[src/hw/spo_pnp_map.svh]
// Purpose: constants for the plug-and-play owner and link information fields
// Assumes: field addresses are plug-and-play field indices, one 32-bit word each
// Notes: holds definitions only
// Functional notes
// - link info top byte shows initiator logical address of last owning swap
// - owner port field shows port that carried the last owning swap
// - return port field shows port on which this read's reply leaves
// - device type bit always reads one, marking a router
// - unit information valid bit reads zero after reset
// - nonzero write to unit vendor/product field sets unit valid bit
// - port count field always reads twelve in bits 4:0
// - owner word 0 holds reply bytes 0-3, zero without reply address
// - owner word 1 holds reply bytes 4-7 of owning swap
// - owner word 1 is zero when reply address is four bytes or less
// - owner word 2 holds reply bytes 8-11 of owning swap
// - owner word 2 is zero when reply address is eight bytes or less
// - device id changes only by swap; zero id or lost port means no owner
// - write or swap to these read-only fields answers read-only error status
`ifndef SPO_PNP_MAP_SVH
`define SPO_PNP_MAP_SVH
`define SPO_ADDR_LINK_INFO 32'h0000_0004
`define SPO_ADDR_OWNER_W0 32'h0000_0005
`define SPO_ADDR_OWNER_W1 32'h0000_0006
`define SPO_ADDR_OWNER_W2 32'h0000_0007
`define SPO_ADDR_DEVICE_ID 32'h0000_0008
`define SPO_ADDR_UNIT_VEND 32'h0000_0009
`define SPO_OLA_MSB 31
`define SPO_OLA_LSB 24
`define SPO_OAL_MSB 23
`define SPO_OAL_LSB 22
`define SPO_OL_MSB 20
`define SPO_OL_LSB 16
`define SPO_RL_MSB 12
`define SPO_RL_LSB 8
`define SPO_TYPE_BIT 7
`define SPO_UNIT_BIT 6
`define SPO_LC_MSB 4
`define SPO_LC_LSB 0
`define SPO_PORT_COUNT 5'h0C
`define SPO_STATUS_OK 8'h00
`define SPO_STATUS_READ_ONLY 8'hF2
`endif

[src/hw/spo_pnp_pkg.sv]
// Purpose: types for the plug-and-play owner and link information block
// Assumes: nothing
// Notes: constants live in spo_pnp_map.svh
package spo_pnp_pkg;
  typedef enum logic [1:0] {
    SPO_OP_READ = 2'b00,
    SPO_OP_WRITE = 2'b01,
    SPO_OP_CAS = 2'b10
  } spo_op_t;
endpackage

[src/hw/spo_pnp_owner.sv]
// Purpose: owner and link information fields of the router plug-and-play service
// Assumes: the packet parser presents one decoded access per REQ_VALID pulse
// Assumes: the parser alone decides when a swap has set the device identifier
// Notes: answer follows one cycle after the request
// Notes: owner fields survive a loss of ownership, only OWNED drops
// Notes: fields outside 4..7 give RSP_HIT low and are answered by upper logic
`timescale 1ns/1ns
`include "spo_pnp_map.svh"
`default_nettype none
module spo_pnp_owner
  import spo_pnp_pkg::*;
#(
  parameter int PORT_W = 5
) (
  input wire logic CLK,
  input wire logic RST_N,
  input wire logic REQ_VALID,
  input wire logic [1:0] REQ_OP,
  input wire logic [31:0] REQ_ADDR,
  input wire logic [PORT_W-1:0] REQ_RETURN_PORT,
  input wire logic OWN_SET,
  input wire logic [7:0] OWN_INIT_ADDR,
  input wire logic [PORT_W-1:0] OWN_PORT,
  input wire logic [3:0] OWN_REPLY_LEN,
  input wire logic [95:0] OWN_REPLY_BYTES,
  input wire logic OWN_LOST,
  input wire logic UNIT_VEND_WR,
  input wire logic [31:0] UNIT_VEND_DATA,
  output logic RSP_VALID,
  output logic [31:0] RSP_DATA,
  output logic [7:0] RSP_STATUS,
  output logic RSP_HIT,
  output logic OWNED
);

  // stored owner state
  logic [7:0] ola_q, ola_d;
  logic [PORT_W-1:0] oport_q, oport_d;
  logic [1:0] owc_q, owc_d;
  logic [31:0] ow0_q, ow0_d;
  logic [31:0] ow1_q, ow1_d;
  logic [31:0] ow2_q, ow2_d;
  logic unit_q, unit_d;
  logic owned_q, owned_d;

  // response registers
  logic rv_q, rv_d;
  logic [31:0] rdata_q, rdata_d;
  logic [7:0] rstat_q, rstat_d;
  logic rhit_q, rhit_d;
  logic [31:0] link_word;

  // word i of the reply address, zero where the address is too short
  function automatic logic [31:0] reply_word(input logic [95:0] b, input logic [3:0] len,
                                             input int idx);
    logic [31:0] w;
    w = b[idx*32 +: 32];
    if (int'(len) <= idx * 4) begin
      w = 32'h0000_0000;
    end
    return w;
  endfunction

  // number of owner words that carry reply address data
  function automatic logic [1:0] word_count(input logic [3:0] len);
    logic [1:0] c;
    if (len == 4'h0) begin
      c = 2'h0;
    end else if (len <= 4'h4) begin
      c = 2'h1;
    end else if (len <= 4'h8) begin
      c = 2'h2;
    end else begin
      c = 2'h3;
    end
    return c;
  endfunction

  // true for the four fields kept in this block
  function automatic logic field_hit(input logic [31:0] addr);
    logic h;
    h = 1'b0;
    if (addr == `SPO_ADDR_LINK_INFO) begin
      h = 1'b1;
    end else if (addr == `SPO_ADDR_OWNER_W0) begin
      h = 1'b1;
    end else if (addr == `SPO_ADDR_OWNER_W1) begin
      h = 1'b1;
    end else if (addr == `SPO_ADDR_OWNER_W2) begin
      h = 1'b1;
    end
    return h;
  endfunction

  // owner logical address, latched by each owning swap
  always_comb begin
    ola_d = ola_q;
    if (OWN_SET) begin
      ola_d = OWN_INIT_ADDR;
    end
  end

  always_ff @(posedge CLK or negedge RST_N) begin
    if (!RST_N) begin
      ola_q <= 8'h00;
    end else begin
      ola_q <= ola_d;
    end
  end

  // port that carried the owning swap
  always_comb begin
    oport_d = oport_q;
    if (OWN_SET) begin
      oport_d = OWN_PORT;
    end
  end

  always_ff @(posedge CLK or negedge RST_N) begin
    if (!RST_N) begin
      oport_q <= '0;
    end else begin
      oport_q <= oport_d;
    end
  end

  // how many owner words hold data
  always_comb begin
    owc_d = owc_q;
    if (OWN_SET) begin
      owc_d = word_count(OWN_REPLY_LEN);
    end
  end

  always_ff @(posedge CLK or negedge RST_N) begin
    if (!RST_N) begin
      owc_q <= 2'h0;
    end else begin
      owc_q <= owc_d;
    end
  end

  // owner word 0, reply bytes 0-3
  always_comb begin
    ow0_d = ow0_q;
    if (OWN_SET) begin
      ow0_d = reply_word(OWN_REPLY_BYTES, OWN_REPLY_LEN, 0);
    end
  end

  always_ff @(posedge CLK or negedge RST_N) begin
    if (!RST_N) begin
      ow0_q <= 32'h0000_0000;
    end else begin
      ow0_q <= ow0_d;
    end
  end

  // owner word 1, reply bytes 4-7
  always_comb begin
    ow1_d = ow1_q;
    if (OWN_SET) begin
      ow1_d = reply_word(OWN_REPLY_BYTES, OWN_REPLY_LEN, 1);
    end
  end

  always_ff @(posedge CLK or negedge RST_N) begin
    if (!RST_N) begin
      ow1_q <= 32'h0000_0000;
    end else begin
      ow1_q <= ow1_d;
    end
  end

  // owner word 2, reply bytes 8-11
  always_comb begin
    ow2_d = ow2_q;
    if (OWN_SET) begin
      ow2_d = reply_word(OWN_REPLY_BYTES, OWN_REPLY_LEN, 2);
    end
  end

  always_ff @(posedge CLK or negedge RST_N) begin
    if (!RST_N) begin
      ow2_q <= 32'h0000_0000;
    end else begin
      ow2_q <= ow2_d;
    end
  end

  // ownership flag; a new owner outranks a loss in the same cycle
  always_comb begin
    owned_d = owned_q;
    if (OWN_SET) begin
      owned_d = 1'b1;
    end else if (OWN_LOST) begin
      owned_d = 1'b0;
    end
  end

  always_ff @(posedge CLK or negedge RST_N) begin
    if (!RST_N) begin
      owned_q <= 1'b0;
    end else begin
      owned_q <= owned_d;
    end
  end

  // unit information valid; set only, cleared by reset alone
  always_comb begin
    unit_d = unit_q;
    if (UNIT_VEND_WR && (UNIT_VEND_DATA != 32'h0000_0000)) begin
      unit_d = 1'b1;
    end
  end

  always_ff @(posedge CLK or negedge RST_N) begin
    if (!RST_N) begin
      unit_q <= 1'b0;
    end else begin
      unit_q <= unit_d;
    end
  end

  // link information word as a read sees it
  always_comb begin
    link_word = 32'h0000_0000;
    link_word[`SPO_OLA_MSB:`SPO_OLA_LSB] = ola_q;
    link_word[`SPO_OAL_MSB:`SPO_OAL_LSB] = owc_q;
    link_word[`SPO_OL_MSB:`SPO_OL_LSB] = oport_q;
    link_word[`SPO_RL_MSB:`SPO_RL_LSB] = REQ_RETURN_PORT;
    link_word[`SPO_TYPE_BIT] = 1'b1;
    link_word[`SPO_UNIT_BIT] = unit_q;
    link_word[`SPO_LC_MSB:`SPO_LC_LSB] = `SPO_PORT_COUNT;
  end

  // answer strobe, one cycle after each request
  always_comb begin
    rv_d = REQ_VALID;
  end

  always_ff @(posedge CLK or negedge RST_N) begin
    if (!RST_N) begin
      rv_q <= 1'b0;
    end else begin
      rv_q <= rv_d;
    end
  end

  // hit flag, so upper logic can answer the fields not kept here
  always_comb begin
    rhit_d = REQ_VALID && field_hit(REQ_ADDR);
  end

  always_ff @(posedge CLK or negedge RST_N) begin
    if (!RST_N) begin
      rhit_q <= 1'b0;
    end else begin
      rhit_q <= rhit_d;
    end
  end

  // writes and swaps to these fields are refused
  always_comb begin
    rstat_d = `SPO_STATUS_OK;
    if (REQ_VALID && field_hit(REQ_ADDR) && (REQ_OP != SPO_OP_READ)) begin
      rstat_d = `SPO_STATUS_READ_ONLY;
    end
  end

  always_ff @(posedge CLK or negedge RST_N) begin
    if (!RST_N) begin
      rstat_q <= 8'h00;
    end else begin
      rstat_q <= rstat_d;
    end
  end

  // read data; zero on refusal and for fields not kept here
  always_comb begin
    rdata_d = 32'h0000_0000;
    if (REQ_VALID && (REQ_OP == SPO_OP_READ)) begin
      if (REQ_ADDR == `SPO_ADDR_LINK_INFO) begin
        rdata_d = link_word;
      end else if (REQ_ADDR == `SPO_ADDR_OWNER_W0) begin
        rdata_d = ow0_q;
      end else if (REQ_ADDR == `SPO_ADDR_OWNER_W1) begin
        rdata_d = ow1_q;
      end else if (REQ_ADDR == `SPO_ADDR_OWNER_W2) begin
        rdata_d = ow2_q;
      end
    end
  end

  always_ff @(posedge CLK or negedge RST_N) begin
    if (!RST_N) begin
      rdata_q <= 32'h0000_0000;
    end else begin
      rdata_q <= rdata_d;
    end
  end

  assign RSP_VALID = rv_q;
  assign RSP_DATA = rdata_q;
  assign RSP_STATUS = rstat_q;
  assign RSP_HIT = rhit_q;
  assign OWNED = owned_q;

endmodule // spo_pnp_owner
`default_nettype wire

[config.mk]
export PLATFORM = sky130hd
export DESIGN_NAME = spo_pnp_owner
export DESIGN_NICKNAME = d
export VERILOG_FILES = /design/src/hw/spo_pnp_pkg.sv /design/src/hw/spo_pnp_owner.sv
export VERILOG_INCLUDE_DIRS = /design/src /design/src/hw
export SDC_FILE = /design/constraint.sdc
export NUM_CORES = 1
export LEC_CHECK = 0
export ABC_AREA = 1
export BUFFER_PORTS_ARGS = -buffer_cell sky130_fd_sc_hd__buf_2
export CAP_MARGIN = 20
export CORE_MARGIN = 2
export CORE_UTILIZATION = 25
export DETAILED_ROUTE_END_ITERATION = 7
export MAX_ROUTING_LAYER = met4
export PLACE_DENSITY = 0.48
export SETUP_SLACK_MARGIN = 0.15
export SLEW_MARGIN = 10
export SYNTH_ARGS = -nofsm -noshare
export SYNTH_HDL_FRONTEND = slang
export SYNTH_SLANG_ARGS = --single-unit
[constraint.sdc]
create_clock -name CLK -period 1.4 [get_ports CLK]
set_clock_uncertainty 0.05 [all_clocks]
set_input_delay 0.21 -clock CLK [delete_from_list [all_inputs] [get_ports CLK]]
set_output_delay 0.21 -clock CLK [all_outputs]
set_load 0.02 [all_outputs]
==> results.json <==
{
  "seqPwrFrac_pct": 43.4,
  "dr.first_iter.drc_count": 452,
  "cts_tree": "built",
  "hp-class": "in -> reg",
  "path_max_fanout": 5,
  "clkTransAtPathRegs_ps": 70,
  "synthToLayoutAreaGrowth_pct": 58.4,
  "powerDensity_nw_per_um2": 968,
  "drc": 0,
  "die_w_um": 172,
  "syn_avg_cell_area_um2": 7.93,
  "synth_top_family_by_area": "simple AND/OR/NAND/NOR gates",
  "synthAdderAreaFrac_pct": 0,
  "finalHoldViolCount": 0,
  "fin_crit_sh_pct": 91.1,
  "cp-end-kind": "output pin",
  "clock-sinks": 148,
  "port-buffer-count": 229,
  "layout_common_cells": "nand2_1, buf_2, dfrtp_1",
  "ant_nets": 0,
  "numCtsBuffers": 17,
  "layout.cells.non_filler": 1620,
  "seqCellArea_um2": 3700,
  "setup_viol": 0,
  "placed_cells_incl_taps": 1494,
  "drv_slew": 0,
  "final_nets": 1419,
  "rsz0062_at_grt": "true",
  "syn_area_um2": 7090,
  "ir_drop_mv": 0.712,
  "synth-simple-area-share_pct": 27.0,
  "first_pass_iters": 4,
  "track_usage_pct": 17.1,
  "fillers": 2859,
  "grt_max_degree": 50,
  "multi_input_area_um2": 3050,
  "synth-seq-cells": 148,
  "num_antenna_cells": 0,
  "core_um2": 27900,
  "holdPathStages": 3,
  "routabilityCongestion": 0.784,
  "via_per_inst": 4.42,
  "ioPinCount": 233,
  "power.leakage_nw": 5.75,
  "antenna_found_initial": 0,
  "final_layout_size_suffix_gt1_share_pct": 34.2,
  "crit_buf_inv": 1,
  "critPathTopFamily": "flip-flops",
  "p_sw_share_pct": 26.0,
  "layout_min_cycle_time_ps": 1280,
  "intPower_mw": 8.04,
  "die-area_um2": 29700,
  "crit_type": "reg -> out",
  "cp.depth": 1,
  "grt_pass1_wl_mm": 37.4,
  "clockBufferDepth": 2,
  "ys_types": 30,
  "max_stage_delay_ps": 440,
  "final_common_cell": "nand2_1",
  "cts-root-buf": "clkbuf_16",
  "p_sw_mw": 2.82,
  "synth_xor_xnor_area_share_pct": 0,
  "cp.arrival_ps": 1020,
  "whs_ps": 13.0,
  "synthCells": 893,
  "combPwrFrac_pct": 12.4,
  "cts_max_level": 4,
  "synth_compound_area_share_pct": 10.6,
  "clockPowerShare_pct": 44.3,
  "slowest_stage": "dfrtp_2",
  "drv_cap": 0,
  "yosysWarningCount": 0,
  "die_h_um": 172,
  "status": "finished clean",
  "wirelength_mm": 26.1,
  "fmax_mhz": 784,
  "ys_seq_area_share_pct": 52.3,
  "synthMuxAreaShare_pct": 0,
  "ff2ff_path_depth": 4,
  "start_util_pct": 25.4,
  "grt-ovfl-total": 0,
  "clock_latency_ps": 420,
  "wl_per_cell_um": 16.1,
  "row_count": 61,
  "final_util_pct": 40.3,
  "path_cells": "buf_4",
  "dp.final_hpwl_mm": 17.5,
  "grt_pass1_vias": 6835,
  "required_ps": 1140,
  "via_count": 7167,
  "start_kind": "flip-flop"
}
layer usage:
metal / part of all wire [%] / track usage [%] / up-vias
li1: - / - / 3503
met1: 46 / 23.0 / 3429
met2: 48 / 27.5 / 220
met3: 4.9 / 2.75 / 15
met4: 0.79 / 2.96 / 0
met5: 0 / - / -
final cells by class:
cell class,count,area share (%)
timing repair buffer,369,26.5
tap,378,4.21
clock buffer,19,3.86
inverter,111,3.78
multi-input combinational,582,27.1
sequential,148,33.0
clock inverter,13,1.53
registers in the layout (all words and copies together), names as in the netlist:
| register | count |
|---|---|
| ow0_q | 32 |
| OWNED | 1 |
| ow2_q | 32 |
| ola_q | 8 |
| RSP_HIT | 1 |
| RSP_VALID | 1 |
| RSP_STATUS | 1 |
| owc_q | 2 |
| oport_q | 5 |
| RSP_DATA | 32 |
| unit_q | 1 |
| ow1_q | 32 |
cells by family (layout without fill, tap and decap cells):
kind of cell | Yosys count | in the layout
flip-flops | 148 | 148
other | 1 | 3
AND/OR/NAND/NOR | 431 | 432
buffers and inverters | 166 | 512
AO/OA/AOI/OAI | 147 | 147
repair_timing:
action,CTS,global route
cloned,0,7
buffers inserted,0,12
pin swaps,0,44
hold buffers,75,0
resized for setup,12,116
hold endpoints to repair,108,0
setup endpoints to repair,13,49
power by group through the flow:
stage / Combinational (mW) / Clock (mW) / Sequential, mW
global placement: 1.12 / 0 / 4.78
detailed placement: 1.14 / 0 / 4.78
CTS: 1.30 / 4.91 / 4.70
global route: 1.50 / 5.10 / 4.74
finish: 1.34 / 4.81 / 4.71
floorplan: 0.478 / 0 / 4.74
synth_stat cells, drive strengths merged:
cell type | n | share of area [%]
nand2 | 290 | 16
conb | 1 | 0.053
nand4 | 10 | 0.88
nor3 | 3 | 0.44
dfrtp | 148 | 52
clkbuf | 26 | 1.4
nor2 | 37 | 3.1
a21oi | 34 | 2.5
buf | 29 | 2.8
o21ai | 102 | 7.2
o22ai | 10 | 0.88
o21bai | 1 | 0.11
nor4 | 8 | 0.71
inv | 111 | 5.9
nand3 | 83 | 6.1
final timing paths:
check                                    start  slack [ps]       endpoint
setup / recovery                 RSP_STATUS[6]         120  RSP_STATUS[1]
hold / removal             OWN_REPLY_BYTES[12]          10      ow0_q[12]
setup reg to reg                     ow1_q[18]         480   RSP_DATA[18]
hold reg to reg                         unit_q         420         unit_q
max in group asynchronous                RST_N         440  RSP_STATUS[6]
min in group asynchronous                RST_N         250       ow1_q[0]
stage by stage:
step | power (mW) | cell area [µm²] | setup WS [ps] | TNS, ps
after detailed placement | 5.91 | 9130 | -308 | -8520
final | 10.9 | 11200 | 124 | 0
after floorplan | 5.22 | 7210 | 68.5 | 0
after global routing | 11.3 | 11200 | 72.8 | 0
after global placement | 5.90 | 9130 | -290 | -8130
after CTS | 10.9 | 10500 | 134 | 0
No activity file was read; power rests on OpenSTA's default activity.
